File: src/pkg/sac_pkg.sv
// Constants, register map and state types of the converter control block.
// Assumes an AXI4-Lite master and an analog front end with one comparator.
package sac_pkg;

    // Register byte addresses
    localparam logic [3:0] SAC_OFS_SEL   = 4'h0;
    localparam logic [3:0] SAC_OFS_CTRL  = 4'h4;
    localparam logic [3:0] SAC_OFS_RESLO = 4'h8;
    localparam logic [3:0] SAC_OFS_RESHI = 4'hC;

    // input_select_register fields
    localparam int SAC_SEL_CHAN_LSB = 0;
    localparam int SAC_SEL_LADJ     = 5;
    localparam int SAC_SEL_REFS_LSB = 6;

    // converter_control_register fields
    localparam int SAC_CTRL_PS_LSB = 0;
    localparam int SAC_CTRL_IE     = 3;
    localparam int SAC_CTRL_FLAG   = 4;
    localparam int SAC_CTRL_FREE   = 5;
    localparam int SAC_CTRL_START  = 6;
    localparam int SAC_CTRL_EN     = 7;

    // Field widths
    localparam int SAC_RES_W  = 10;
    localparam int SAC_CHAN_W = 4;
    localparam int SAC_REFS_W = 2;
    localparam int SAC_PS_W   = 3;
    localparam int SAC_CNT_W  = 5;
    localparam int SAC_PRE_W  = 7;

    // Conversion timing in converter clock cycles; sampling on the falling
    // edge inside the cycle with the given index gives the half cycle.
    localparam logic [SAC_CNT_W-1:0] SAC_NORM_CYC  = 5'h0D;
    localparam logic [SAC_CNT_W-1:0] SAC_FIRST_CYC = 5'h19;
    localparam logic [SAC_CNT_W-1:0] SAC_NORM_SMP  = 5'h01;
    localparam logic [SAC_CNT_W-1:0] SAC_FIRST_SMP = 5'h0D;

    // AXI responses
    localparam logic [1:0] SAC_RESP_OKAY   = 2'h0;
    localparam logic [1:0] SAC_RESP_SLVERR = 2'h2;

    typedef enum logic {SAC_IDLE, SAC_CONV} sac_phase_t;

    // Bundle towards the analog front end
    typedef struct packed {
        logic                  enable;
        logic [SAC_REFS_W-1:0] refs;
        logic [SAC_CHAN_W-1:0] chan;
        logic [SAC_RES_W-1:0]  dac;
        logic                  sample;
    } sac_analog_t;

    typedef struct packed {
        logic                  awready;
        logic                  wready;
        logic                  arready;
        logic                  aw_got;
        logic                  w_got;
        logic [3:0]            awaddr;
        logic [7:0]            wdata;
        logic                  wstrb0;
        logic                  bvalid;
        logic [1:0]            bresp;
        logic                  rvalid;
        logic [7:0]            rdata;
        logic [1:0]            rresp;
        logic [SAC_CHAN_W-1:0] chan;
        logic                  ladj;
        logic [SAC_REFS_W-1:0] refs;
        logic [SAC_PS_W-1:0]   ps;
        logic                  ie;
        logic                  flag;
        logic                  free;
        logic                  start;
        logic                  en;
        logic [SAC_RES_W-1:0]  res;
        logic                  lock;
        logic                  irq;
        sac_phase_t            phase;
        logic                  first;
        logic [SAC_CNT_W-1:0]  cnt;
        logic [SAC_RES_W-1:0]  sar;
        logic [SAC_RES_W-1:0]  mask;
        logic [SAC_CHAN_W-1:0] trk_chan;
        logic [SAC_REFS_W-1:0] trk_refs;
        logic [SAC_PRE_W-1:0]  pre;
        sac_analog_t           ana;
    } sac_state_t;

endpackage

File: src/rtl/sac_top.sv
// Successive-approximation converter control with an AXI4-Lite register slave.
// Assumes a synchronous comparator input from the analog front end.
`timescale 1ns/1ps
module sac_top
    import sac_pkg::*;
#(
    parameter int ADDR_W = 4
) (
    // Clock and reset
    input  wire logic              aclk,
    input  wire logic              aresetn,
    // AXI4-Lite write channels
    input  wire logic [ADDR_W-1:0] s_axi_awaddr,
    input  wire logic              s_axi_awvalid,
    output logic                   s_axi_awready,
    input  wire logic [31:0]       s_axi_wdata,
    input  wire logic [3:0]        s_axi_wstrb,
    input  wire logic              s_axi_wvalid,
    output logic                   s_axi_wready,
    output logic [1:0]             s_axi_bresp,
    output logic                   s_axi_bvalid,
    input  wire logic              s_axi_bready,
    // AXI4-Lite read channels
    input  wire logic [ADDR_W-1:0] s_axi_araddr,
    input  wire logic              s_axi_arvalid,
    output logic                   s_axi_arready,
    output logic [31:0]            s_axi_rdata,
    output logic [1:0]             s_axi_rresp,
    output logic                   s_axi_rvalid,
    input  wire logic              s_axi_rready,
    // Analog front end
    input  wire logic              cmp_in,
    output sac_analog_t            ana,
    // Completion interrupt
    input  wire logic              irq_ack,
    output logic                   irq
);

    sac_state_t             s;
    sac_state_t             n;
    logic                   do_wr;
    logic                   rd_take;
    logic                   rd_low;
    logic                   rd_high;
    logic                   block;
    logic                   rise;
    logic                   fall;
    logic                   done;
    logic                   trk_en;
    logic                   en_new;
    logic [SAC_PRE_W-1:0]   div_last;
    logic [SAC_PRE_W-1:0]   div_half;
    logic [SAC_CNT_W-1:0]   total;
    logic [SAC_CNT_W-1:0]   smp;
    logic [SAC_CNT_W-1:0]   cnt_inc;
    logic [SAC_RES_W-1:0]   sar_new;
    logic [SAC_RES_W-1:0]   msb;
    logic [3:0]             rd_addr;
    logic                   aw_hi;
    logic                   ar_hi;

    assign s_axi_awready = s.awready;
    assign s_axi_wready  = s.wready;
    assign s_axi_bresp   = s.bresp;
    assign s_axi_bvalid  = s.bvalid;
    assign s_axi_arready = s.arready;
    assign s_axi_rdata   = {24'h000000, s.rdata};
    assign s_axi_rresp   = s.rresp;
    assign s_axi_rvalid  = s.rvalid;
    assign ana           = s.ana;
    assign irq           = s.irq;

    // Byte view of the result; alignment applies at read time
    function automatic logic [7:0] res_low(input logic [SAC_RES_W-1:0] r, input logic la);
        res_low = la ? {r[1:0], 6'h00} : r[7:0];
    endfunction

    function automatic logic [7:0] res_high(input logic [SAC_RES_W-1:0] r, input logic la);
        res_high = la ? r[9:2] : {6'h00, r[9:8]};
    endfunction

    always_comb begin
        n       = s;
        n.ana.sample = 1'b0;
        msb     = {1'b1, {(SAC_RES_W-1){1'b0}}};
        // Upper address bits fold into an odd offset, which no register decodes
        aw_hi   = (s_axi_awaddr >> $bits(rd_addr)) != '0;
        ar_hi   = (s_axi_araddr >> $bits(rd_addr)) != '0;
        rd_addr = s_axi_araddr[3:0] | {3'h0, ar_hi};

        // Write address and data are taken independently
        if (s.awready && s_axi_awvalid) begin
            n.aw_got  = 1'b1;
            n.awready = 1'b0;
            n.awaddr  = s_axi_awaddr[3:0] | {3'h0, aw_hi};
        end
        if (s.wready && s_axi_wvalid) begin
            n.w_got  = 1'b1;
            n.wready = 1'b0;
            n.wdata  = s_axi_wdata[7:0];
            n.wstrb0 = s_axi_wstrb[0];
        end
        do_wr = s.aw_got && s.w_got && !s.bvalid;
        if (do_wr) begin
            n.aw_got = 1'b0;
            n.w_got  = 1'b0;
            n.bvalid = 1'b1;
            n.bresp  = (s.awaddr == SAC_OFS_SEL || s.awaddr == SAC_OFS_CTRL ||
                        s.awaddr == SAC_OFS_RESLO || s.awaddr == SAC_OFS_RESHI) ?
                       SAC_RESP_OKAY : SAC_RESP_SLVERR;
        end
        if (s.bvalid && s_axi_bready) begin
            n.bvalid  = 1'b0;
            n.awready = 1'b1;
            n.wready  = 1'b1;
        end

        // Read side; the result bytes have side effects on the lock
        rd_take = s.arready && s_axi_arvalid;
        rd_low  = rd_take && rd_addr == SAC_OFS_RESLO;
        rd_high = rd_take && rd_addr == SAC_OFS_RESHI;
        if (rd_take) begin
            n.arready = 1'b0;
            n.rvalid  = 1'b1;
            n.rresp   = SAC_RESP_OKAY;
            case (rd_addr)
                SAC_OFS_SEL: begin
                    n.rdata = {s.refs, s.ladj, 1'b0, s.chan};
                end
                SAC_OFS_CTRL: begin
                    n.rdata = {s.en, s.start, s.free, s.flag, s.ie, s.ps};
                end
                SAC_OFS_RESLO: begin
                    n.rdata = res_low(s.res, s.ladj);
                end
                SAC_OFS_RESHI: begin
                    n.rdata = res_high(s.res, s.ladj);
                end
                default: begin
                    n.rdata = 8'h00;
                    n.rresp = SAC_RESP_SLVERR;
                end
            endcase
        end
        if (s.rvalid && s_axi_rready) begin
            n.rvalid  = 1'b0;
            n.arready = 1'b1;
        end
        if (rd_low) begin
            n.lock = 1'b1;
        end
        if (rd_high) begin
            n.lock = 1'b0;
        end
        // A low read in the same cycle as completion must still see a matching pair
        block = (s.lock && !rd_high) || rd_low;

        // Register writes; byte lane 0 holds every field
        en_new = s.en;
        if (do_wr && s.wstrb0) begin
            case (s.awaddr)
                SAC_OFS_SEL: begin
                    n.chan = s.wdata[SAC_SEL_CHAN_LSB +: SAC_CHAN_W];
                    n.ladj = s.wdata[SAC_SEL_LADJ];
                    n.refs = s.wdata[SAC_SEL_REFS_LSB +: SAC_REFS_W];
                end
                SAC_OFS_CTRL: begin
                    en_new = s.wdata[SAC_CTRL_EN];
                    n.en   = en_new;
                    n.ps   = s.wdata[SAC_CTRL_PS_LSB +: SAC_PS_W];
                    n.ie   = s.wdata[SAC_CTRL_IE];
                    n.free = s.wdata[SAC_CTRL_FREE];
                    if (s.wdata[SAC_CTRL_FLAG]) begin
                        n.flag = 1'b0;
                    end
                    if (s.wdata[SAC_CTRL_START] && en_new) begin
                        n.start = 1'b1;
                    end
                    if (en_new && !s.en) begin
                        n.first = 1'b1;
                    end
                end
                default: begin
                end
            endcase
        end
        if (irq_ack) begin
            n.flag = 1'b0;
        end

        // Prescaler: 0 and 1 both divide by two
        div_last = (s.ps == 3'h0) ? 7'h01 : 7'((8'h02 << (s.ps - 3'h1)) - 8'h01);
        div_half = 7'(div_last >> 1);
        rise     = s.en && s.pre == div_last;
        fall     = s.en && s.pre == div_half;
        if (rise) begin
            n.pre = '0;
        end else begin
            n.pre = 7'(s.pre + 7'h01);
        end

        // Conversion sequencing
        total   = s.first ? SAC_FIRST_CYC : SAC_NORM_CYC;
        smp     = s.first ? SAC_FIRST_SMP : SAC_NORM_SMP;
        cnt_inc = 5'(s.cnt + 5'h01);
        sar_new = cmp_in ? (s.sar | s.mask) : s.sar;
        done    = 1'b0;
        trk_en  = s.phase == SAC_IDLE || s.cnt == 5'(total - 5'h01);
        if (trk_en) begin
            n.trk_chan = s.chan;
            n.trk_refs = s.refs;
        end
        case (s.phase)
            SAC_IDLE: begin
                if (rise && s.start) begin
                    n.phase = SAC_CONV;
                    n.cnt   = '0;
                    n.sar   = '0;
                    n.mask  = msb;
                end
            end
            SAC_CONV: begin
                if (fall && s.cnt == smp) begin
                    n.ana.sample = 1'b1;
                end
                if (rise) begin
                    n.cnt = cnt_inc;
                    if (s.cnt > smp && s.mask != '0) begin
                        n.sar  = sar_new;
                        n.mask = s.mask >> 1;
                    end
                    if (cnt_inc == total) begin
                        done    = 1'b1;
                        n.flag  = 1'b1;
                        n.first = 1'b0;
                        if (!block) begin
                            n.res = s.sar;
                        end
                        if (s.free) begin
                            n.cnt  = '0;
                            n.sar  = '0;
                            n.mask = msb;
                        end else begin
                            n.phase = SAC_IDLE;
                            n.start = 1'b0;
                        end
                    end
                end
            end
            default: begin
                n.phase = SAC_IDLE;
            end
        endcase

        // Disabling aborts any conversion and holds the prescaler
        if (!en_new) begin
            n.pre   = '0;
            n.phase = SAC_IDLE;
            n.start = 1'b0;
            n.cnt   = '0;
            n.ana.sample = 1'b0;
        end

        n.ana.enable = n.en;
        n.ana.chan   = n.en ? n.trk_chan : '0;
        n.ana.refs   = n.en ? n.trk_refs : '0;
        n.ana.dac    = n.sar | n.mask;
        n.irq        = n.flag && n.ie;
    end

    always_ff @(posedge aclk) begin
        if (!aresetn) begin
            s         <= '0;
            s.awready <= 1'b1;
            s.wready  <= 1'b1;
            s.arready <= 1'b1;
        end else begin
            s <= n;
        end
    end
endmodule

File: config.mk
export PLATFORM = sky130hd
export DESIGN_NAME = sac_top
export DESIGN_NICKNAME = d
export VERILOG_FILES = /design/src/pkg/sac_pkg.sv /design/src/rtl/sac_top.sv
export SDC_FILE = /design/constraint.sdc
export NUM_CORES = 1
export LEC_CHECK = 0
export BUFFER_PORTS_ARGS = -buffer_cell sky130_fd_sc_hd__buf_2
export CAP_MARGIN = 15
export CORE_ASPECT_RATIO = 0.5
export CORE_MARGIN = 2
export CORE_UTILIZATION = 25
export DETAILED_ROUTE_END_ITERATION = 10
export SLEW_MARGIN = 10
export SYNTH_ARGS = -nofsm -noshare
export SYNTH_HDL_FRONTEND = slang
export SYNTH_SLANG_ARGS = --single-unit
export TNS_END_PERCENT = 10
File: constraint.sdc
create_clock -name aclk -period 3.7 [get_ports aclk]
set_input_delay 0.37 -clock aclk [delete_from_list [all_inputs] [get_ports aclk]]
set_output_delay 0.37 -clock aclk [all_outputs]
set_load 0.01 [all_outputs]
; Yosys cells after proc, flatten, opt, wreduce, memory -nomap -nowiden
; Cells that the tools add are included.
[classes]
mul = 0
add_sub_neg = 5
n_eq_ne = 13
bitwise = 6
n_mux = 38
reduce_logical = 44
order_cmp = 1
n_div = 0
shift = 1
[op_table]
columns = op, n
row1 = $mux 27, 2
row2 = $mux 25, 2
row3 = $pmux 25 s2, 1
row4 = $pmux 8 s4, 1
row5 = $mux 20, 1
row6 = $or 10x10->10, 2
row7 = $logic_and 1x1->1, 19
row8 = $mux 1, 19
row9 = $eq 4x4->1 const B, 4
row10 = $mux 8, 2
row11 = $mux 5, 3
row12 = $eq 5x5->1, 2
row13 = $mux 10, 1
row14 = $reduce_and 2->1, 5
row15 = $reduce_bool 10->1, 1
row16 = $eq 4x3->1 const B, 2
row17 = $logic_not 4->1, 2
row18 = $reduce_or 2->1, 4
row19 = $add 7x1->7 const B, 1
row20 = $eq 7x6->1, 1
row21 = $eq 7x7->1, 1
row22 = $mux 7, 1
row23 = $shl 2x3->7 const A, 1
row24 = $sub 7x1->7 const B, 1
row25 = other kinds (18), 29
[word_totals]
out_inout_bits = 60
romBits = 0
ram_bits = 0
n_memories = 0
regBits = 116
wordCells = 145
input_bits = 53
latchBits = 0

; Logic depth before layout (Yosys ltp)
; Gate-level depths: netlist of run 1.
[depth]
depth_word = 10
mapped_depth = 13
mapped_depth_nobuf = 10

; Worst setup path before layout of run 1
; No wires, ideal clock.
[synth_timing]
path_kind = reg-to-reg
startpoint = reg s[76] in the netlist's numbering
endpoint = reg s (netlist bit ana[9])
stages_incl_launch_ff = 13
setup_ns = 0.127
arrival_ns = 3.210
required_time_ns = 3.573
period_less_slack_ns = 3.337
path_slack_ns = 0.363
cell_sequence = dfxtp_1 -> buf_6 -> clkbuf_1 -> or3b_2 -> ha_1 -> buf_6 -> a21o_1 -> o32ai_2 -> o211ai_2 -> or3_4 -> nor3_4 -> a211oi_2 -> or3b_1
[synth_between]
elab_chain_cells = 10
elab_cells_between_ends = 12
classes_between = add/sub: 2 / eq/ne: 1 / shift: 1 / mux: 4 / bitwise: 1 / reduce/logical: 3
[synth_rtl]
columns = element, line
row1 = "start, declared", sac_top.sv:39  ; sac_state_t s;
row2 = "start signal, assigned", sac_top.sv:278  ; s <= n;
row3 = $sub 3x1->3, sac_top.sv:192  ; div_last = (s.ps == 3'h0) ? 7'h01 : 7'((8'h02 << (s.ps - 3'h1)) - 8'h01);
row4 = $shl 2x3->7, sac_top.sv:192
row5 = $sub 7x1->7, sac_top.sv:192
row6 = $mux 7 *, sac_top.sv:192
row7 = $eq 7x7->1 *, sac_top.sv:194  ; rise = s.en && s.pre == div_last;
row8 = $logic_and 1x1->1 *, sac_top.sv:194
row9 = $logic_and 1x1->1, sac_top.sv:215  ; if (rise && s.start) begin
row10 = $mux 25, sac_top.sv:215
row11 = $pmux 25 s2 *, sac_top.sv:213  ; case (s.phase)
row12 = $or 10x10->10 *, sac_top.sv:267  ; n.ana.dac = n.sar | n.mask;
; Mark *: on every way between the ends. The rest lies on a longest branch, timed or not. The select of a mux whose other input is x is not followed.
; A chain may end at the register's enable or synchronous reset.

; Worst setup path after layout of run 1
[layout_timing]
startpoint = reg s[77] in the netlist's numbering
endpoint = reg s[42] in the netlist's numbering
[layout_between]
elab_chain_cells = 9
elab_cells_between_ends = 11
classes_between = add/sub: 2 / eq/ne: 1 / shift: 1 / mux: 4 / reduce/logical: 3
[layout_rtl]
columns = element, line
row1 = $sub 3x1->3, sac_top.sv:192
row2 = $shl 2x3->7, sac_top.sv:192
row3 = $sub 7x1->7, sac_top.sv:192
row4 = $mux 7 *, sac_top.sv:192
row5 = $eq 7x7->1 *, sac_top.sv:194
row6 = $logic_and 1x1->1 *, sac_top.sv:194
row7 = $logic_and 1x1->1, sac_top.sv:215
row8 = $mux 25, sac_top.sv:215
row9 = $pmux 25 s2 *, sac_top.sv:213
; Marks and branches as above.

==> results of run 1 <==
-- state kept, by name, indices dropped and copies added, names as in the netlist --
register       flops
irq                1
s_axi_bvalid       1
s_axi_rvalid       1
s_axi_rresp        1
ana               18
s_axi_rdata        8
s                 80
s_axi_awready      1
s_axi_wready       1
s_axi_arready      1
s_axi_bresp        1
-- path summary, 6_finish.rpt --
path	cells past startpoint	end	start	slack (ps)
setup / recovery	10	s[42]$_SDFF_PN0_	s[77]$_SDFFE_PN0P_	410
hold / removal	2	s_axi_wready$_SDFFE_PP1P_	s_axi_wvalid	180
setup reg to reg	10	s[42]$_SDFF_PN0_	s[77]$_SDFFE_PN0P_	410
hold reg to reg	2	s_axi_rdata[7]$_SDFFE_PN0P_	s_axi_rdata[7]$_SDFFE_PN0P_	450
-- kinds of logic (layout without fill, tap and decap cells) --
logic type                 Yosys count  in the layout  synth area share (%)
and+or+nand+nor                    228            228                 20.11
muxes                               38             38                 6.908
buffers and inverters              103            115                 12.14
other                                1             26               0.06789
adders and majority gates            8              8                 1.812
xor gates and xnor gates            16             16                 2.537
DFF                                114            114                 41.31
AOI/OAI and AO/OA                  113            113                 15.11
-- power by group through the flow --
stage               Combinational (mW)  Sequential [mW]  Clock [mW]
floorplan                        0.102             1.29           0
global placement                 0.116             1.29           0
detailed placement               0.117             1.29           0
CTS                              0.118             1.26        1.60
global route                     0.134             1.27        1.67
finish                           0.118             1.26        1.58
-- through the flow --
step                instances  util [%]  setup slack, ps
floorplan                 646         -            362.9
global placement          928     26.54            461.7
detailed placement        928     26.54            422.1
CTS                       958     29.24            408.6
global route              958     29.24            160.1
finish                    958     29.24            409.2
-- layer usage --
layer,track usage (%),part of all wire [%]
met5,0,0
met4,3.968,1.2
met3,3.543,6.1
met2,18.60,48
met1,13.06,45
-- final cells by class --
type	instances	area [um^2]
Inverter	16	60.06
Tap cell	300	375.4
Timing Repair Buffer	69	370.4
Multi-Input combinational cell	429	2665
Clock buffer	27	543.0
Clock inverter	3	42.54
Sequential cell	114	2282
Fill cell	2324	15340
-- placed cells by master, fill, tap and decap left out, types with 10 or more instances in the layout --
master	synthesis	routed
nand2_1	66	66
mux2i_1	37	37
o21ai_0	10	10
buf_2	5	59
nor2_1	77	77
dfxtp_1	114	114
inv_1	16	15
buf_4	55	10
nor3_1	19	19
conb_1	1	26
a21oi_1	28	28
nand3_1	15	15
clkbuf_16	0	17
==> flow_metrics.py, run 1 <==
metrics = {
    "status": {
        "status": "complete, no violations",
    },
    "route": {
        "via_per_inst": 4.564,
        "wl_per_cell_um": 13.05,
        "vias": 4372,
        "dr.pass1.iters": 5,
        "drc": 0,
        "drt_iter0_drc": 349,
        "postRouteAntennaNets": 0,
        "routed_wl_mm": 12.50,
    },
    "clock_network": {
        "path_clk_slew_ps": 50,
        "cts_resized": 0,
        "clkLatencyLatePin_ps": 410,
        "htree_levels": 4,
        "post_cts_buffers": 0,
        "cts_hold_buf": 0,
        "cts_root_buffer": "clkbuf_16",
        "cts.sinks": 114,
        "cts_tree": "yes",
        "clock_path_buffers": 2,
        "cts_made_buffers": 17,
    },
    "timing": {
        "maxSlewViolCount": 0,
        "finalCriticalPeriod_ps": 3291,
        "finalSetupViolCount": 0,
        "setup_tns_ps": 0,
        "post-route-period-util_pct": 88.94,
        "worst_pin_slew_ps": 1055,
        "finalHoldViolations": 0,
        "rsz0062_at_grt": "false",
        "fin_skew_ps": 10.46,
        "whs_ps": 177.0,
        "clock.fmax_mhz": 303.9,
        "slew_headroom_pct": 29.28,
    },
    "synthesis": {
        "synth_area_mm2": 0.005524,
        "synth_cells": 621,
        "synth.most_common_cell": "dfxtp_1",
        "seq_area_frac_synth_pct": 41.31,
        "async_flop_share_pct": 0,
        "synth_common_cells": "114 x dfxtp_1, 77 x nor2_1, 66 x nand2_1",
        "ys_warn_count": 0,
        "ys_types": 79,
        "synth_seq_cells": 114,
        "synth_edf_count": 0,
        "synth_top_area_cell": "dfxtp_1",
        "synth_area_leaders": "dfxtp_1 41%, buf_4 7.5%, mux2i_1 6.7%, nor2_1 5.2%, nand2_1 4.5%",
        "syn_area_per_cell_um2": 8.895,
        "ys.flop_type": "dfxtp_1",
        "synth_top_area_share_pct": 41.31,
    },
    "cells_and_area": {
        "drive_above_1_share_pct": 19.30,
        "fin_nets": 708,
        "finalInstanceArea_mm2": 0.006339,
        "antenna_cells": 0,
        "area_delta_synth_final_pct": 14.75,
    },
    "pwr": {
        "finalPower_mw": 2.960,
        "seq_power_share_pct": 42.7,
        "p_switching_uw": 617.4,
        "switching_share_pct": 20.86,
        "powerDensity_mw_per_mm2": 467.0,
        "pwr-share-comb_pct": 4.0,
        "clockPowerShare_pct": 53.3,
        "peakVddDrop_mv": 0.3207,
        "power.internal_mw": 2.343,
        "p_leak_nw": 2.575,
    },
    "placed_design": {
        "placed_area_mm2": 0.005753,
        "dp_hpwl_mm": 9.036,
        "routabilityCongestion": 0.8060,
        "portBuffers": 59,
    },
    "floorplan": {
        "fp-row-count": 38,
        "pin_count": 113,
        "die_x_um": 214.2,
        "initial_core_util_pct": 25.48,
        "die_h_um": 109.1,
        "dieArea_mm2": 0.02337,
        "core-area_mm2": 0.02168,
    },
    "worst_setup_path": {
        "max_stage_delay_ps": 800,
        "cp_slowest_cell": "nor3_2",
        "crit_fanout": 19,
        "critical_path_class": "flip-flop to flip-flop",
        "cp-end-kind": "flip-flop",
        "setup.worst_path.start_class": "flip-flop",
        "crit_chain": "or3b_2 -> ha_1 -> a21o_1 -> o32ai_2 -> o211ai_2 -> nor3_4 -> nand2_4 -> nor3_2 -> buf_4 -> a31o_2",
        "path_buf_inv": 1,
        "cp.arrival_ps": 3640,
        "required_ps": 4050,
        "path_delay_family": "simple AND/OR/NAND/NOR gates",
    },
    "global_route": {
        "gr-usage-all-layers_pct": 10.93,
        "grt_remaining_overflow": 0,
        "antenna_found_initial": 0,
        "grt_pass1_vias": 4132,
        "grt_max_degree": 57,
        "grt_pass1_wl_mm": 20.40,
    },
    "flow_run": {
        "drv_cap": 0,
    },
    "worst_hold_path": {
        "holdCritPathClass": "primary input to flip-flop",
    },
}
Note: power is estimated with default switching activity, not from simulation.
==> run 2: changes to the inputs <==
--- a/config.mk
+++ b/config.mk
@@ -5,12 +5,17 @@
 export SDC_FILE = /design/constraint.sdc
 export NUM_CORES = 1
 export LEC_CHECK = 0
+export ABC_CLOCK_PERIOD_IN_PS = 3700
 export BUFFER_PORTS_ARGS = -buffer_cell sky130_fd_sc_hd__buf_2
 export CAP_MARGIN = 15
+export CELL_PAD_IN_SITES_DETAIL_PLACEMENT = 0
+export CELL_PAD_IN_SITES_GLOBAL_PLACEMENT = 1
 export CORE_ASPECT_RATIO = 0.5
 export CORE_MARGIN = 2
 export CORE_UTILIZATION = 25
 export DETAILED_ROUTE_END_ITERATION = 10
+export PLACE_DENSITY_LB_ADDON = 0.1
+export SKIP_LAST_GASP = 1
 export SLEW_MARGIN = 10
 export SYNTH_ARGS = -nofsm -noshare
 export SYNTH_HDL_FRONTEND = slang
==> run 2 against run 1 <==
  * Register-to-register slack worse by 30 ps
  * Design area up 2.0%
  * Die area unchanged
  * Wire length up 15%
  * Sequential share of layout area down 0.71 points
  * Setup slack worse by 33 ps
  * Hold slack worse by 15 ps
  * Critical path type unchanged
  * Fmax down 1.0%
  * Largest power group unchanged
  * Highest routed layer unchanged
==> flow_metrics.py, run 2 (synthesis gave the netlist of run 1 again) <==
metrics = {
    "clock_network": {
        "cts_tree": "yes",
        "path_clk_slew_ps": 60,
        "cts_resized": 0,
        "clock_path_buffers": 2,
        "cts.sinks": 114,
        "cts_made_buffers": 17,
        "cts_hold_buf": 0,
        "cts_root_buffer": "clkbuf_16",
        "htree_levels": 4,
        "clkLatencyLatePin_ps": 410,
        "post_cts_buffers": 0,
    },
    "floorplan": {
        "dieArea_mm2": 0.02337,
        "core-area_mm2": 0.02168,
        "initial_core_util_pct": 25.48,
        "die_x_um": 214.2,
        "die_h_um": 109.1,
        "pin_count": 113,
        "fp-row-count": 38,
    },
    "route": {
        "wl_per_cell_um": 14.90,
        "drt_iter0_drc": 214,
        "via_per_inst": 4.449,
        "postRouteAntennaNets": 0,
        "vias": 4298,
        "drc": 0,
        "dr.pass1.iters": 4,
        "routed_wl_mm": 14.39,
    },
    "cells_and_area": {
        "fin_nets": 714,
        "antenna_cells": 0,
        "drive_above_1_share_pct": 20.57,
        "mostFrequentLayoutCells": "114 x dfxtp_1, 77 x nor2_1, 66 x nand2_1, 59 x buf_2, 37 x mux2i_1",
        "final_cells": 966,
        "area_delta_synth_final_pct": 17.06,
        "post-route-util_pct": 29.82,
        "layout_commonest_cell": "dfxtp_1",
        "largest_reg_flops": 80,
        "largest_register": "s",
    },
    "timing": {
        "setup_tns_ps": 0,
        "maxSlewViolCount": 0,
        "rsz0062_at_grt": "false",
        "slew_headroom_pct": 32.28,
        "finalHoldViolations": 0,
        "clock.fmax_mhz": 300.8,
        "finalSetupViolCount": 0,
        "worst_pin_slew_ps": 1012,
        "post-route-period-util_pct": 89.84,
        "finalCriticalPeriod_ps": 3324,
        "fin_skew_ps": 10.48,
    },
    "worst_setup_path": {
        "critical_path_class": "flip-flop to flip-flop",
        "reg2reg_slack_ps": 380,
        "cp.arrival_ps": 3670,
        "timing.rr.end": "ana[1]$_SDFF_PN0_",
        "cp-end-kind": "flip-flop",
        "setup.worst_path.start_class": "flip-flop",
        "crit_path_frequent_cell": "buf_4",
        "reg2regPathDepth": 11,
        "max_stage_delay_ps": 520,
        "timing.rr.start": "s[77]$_SDFFE_PN0P_",
        "crit_chain": "or3b_2 -> ha_1 -> buf_4 -> and4b_1 -> or4_1 -> o211ai_2 -> nor3_4 -> buf_4 -> o21ai_2 -> o21a_1 -> a221o_1",
        "required_ps": 4050,
        "crit_fanout": 9,
        "cp_slowest_cell": "or4_1",
    },
    "global_route": {
        "grt_remaining_overflow": 0,
        "grt_pass1_wl_mm": 23.39,
        "antenna_found_initial": 0,
        "grt_max_degree": 57,
        "grt_pass1_vias": 4106,
        "gr-usage-all-layers_pct": 13.02,
    },
    "worst_hold_path": {
        "worstHoldStart": "s_axi_wvalid",
        "min_delay_worst_endpoint": "s_axi_wready$_SDFFE_PP1P_",
        "holdCritPathClass": "primary input to flip-flop",
        "min_path_cells": 2,
    },
    "status": {
        "status": "complete, no violations",
    },
    "pwr": {
        "powerDensity_mw_per_mm2": 499.4,
        "p_leak_nw": 2.641,
        "peakVddDrop_mv": 0.2276,
    },
    "placed_design": {
        "routabilityCongestion": 0.7464,
        "portBuffers": 59,
        "dp_hpwl_mm": 10.21,
        "placed_cells": 934,
    },
    "flow_run": {
        "drv_cap": 0,
    },
}
[run 2: metal layers]
| metal | global-route usage [%] | share of wire [%] | vias up | wire [um] |
|---|---|---|---|---|
| met2 | 18.90 | 42 | 80 | 6047 |
| met1 | 18.50 | 52 | 2050 | 7475 |
| met3 | 3.877 | 5.5 | 5 | 794 |
| met5 | 0 | 0 | - | 0 |
| met4 | 3.720 | 0.51 | 0 | 74 |
| li1 | - | - | 2163 | - |
[run 2: final cells by class]
type | count | area [um^2]
tap | 300 | 375.4
fill | 2328 | 15210
sequential | 114 | 2282
multi-input combinational | 429 | 2671
inverter | 16 | 60.06
clock buffer | 20 | 456.7
clock inverter | 12 | 205.2
timing repair buffer | 75 | 415.4
[run 2: where the power goes]
group          switching (mW)  total, mW  internal [mW]
clock network           0.614       1.85           1.23
registers              0.0148       1.26           1.25
logic                  0.0824      0.119         0.0366
total                   0.711       3.23           2.52
[run 2: worst max-delay path: cells and delay by family (launching register included)]
| family | cells | cell delay (ps) |
|---|---|---|
| adder cells (fa/ha/maj) | 1 | 280 |
| AND/OR/NAND/NOR | 4 | 1250 |
| AO/OA/AOI/OAI | 4 | 1000 |
| buffers and inverters | 2 | 380 |
| flip-flops | 1 | 330 |
[run 2: per-stage QoR]
| step | cell area [um^2] | worst slack, ps | power, mW | hold WS [ps] |
|---|---|---|---|---|
| floorplan | 5618 | 362.9 | 1.389 | 431.8 |
| global placement | 5798 | 237.1 | 1.409 | 441.4 |
| detailed placement | 5798 | 257.8 | 1.410 | 445.4 |
| CTS | 6460 | 252.8 | 3.288 | 136.9 |
| global route | 6466 | 192.5 | 3.369 | 139.8 |
| finish | 6466 | 375.9 | 3.230 | 161.7 |
[run 2: worst max path at each step]
stage,from,end,slack (ps),cells past startpoint
floorplan,s[76]$_SDFFE_PN0P_,ana[9]$_SDFF_PN0_,360,12
global placement,s[77]$_SDFFE_PN0P_,s[42]$_SDFF_PN0_,240,10
detailed placement,s[77]$_SDFFE_PN0P_,s[41]$_SDFF_PN0_,260,10
CTS,s[77]$_SDFFE_PN0P_,s[41]$_SDFF_PN0_,250,10
global route,s[76]$_SDFFE_PN0P_,ana[1]$_SDFF_PN0_,190,11
finish,s[77]$_SDFFE_PN0P_,ana[1]$_SDFF_PN0_,380,11
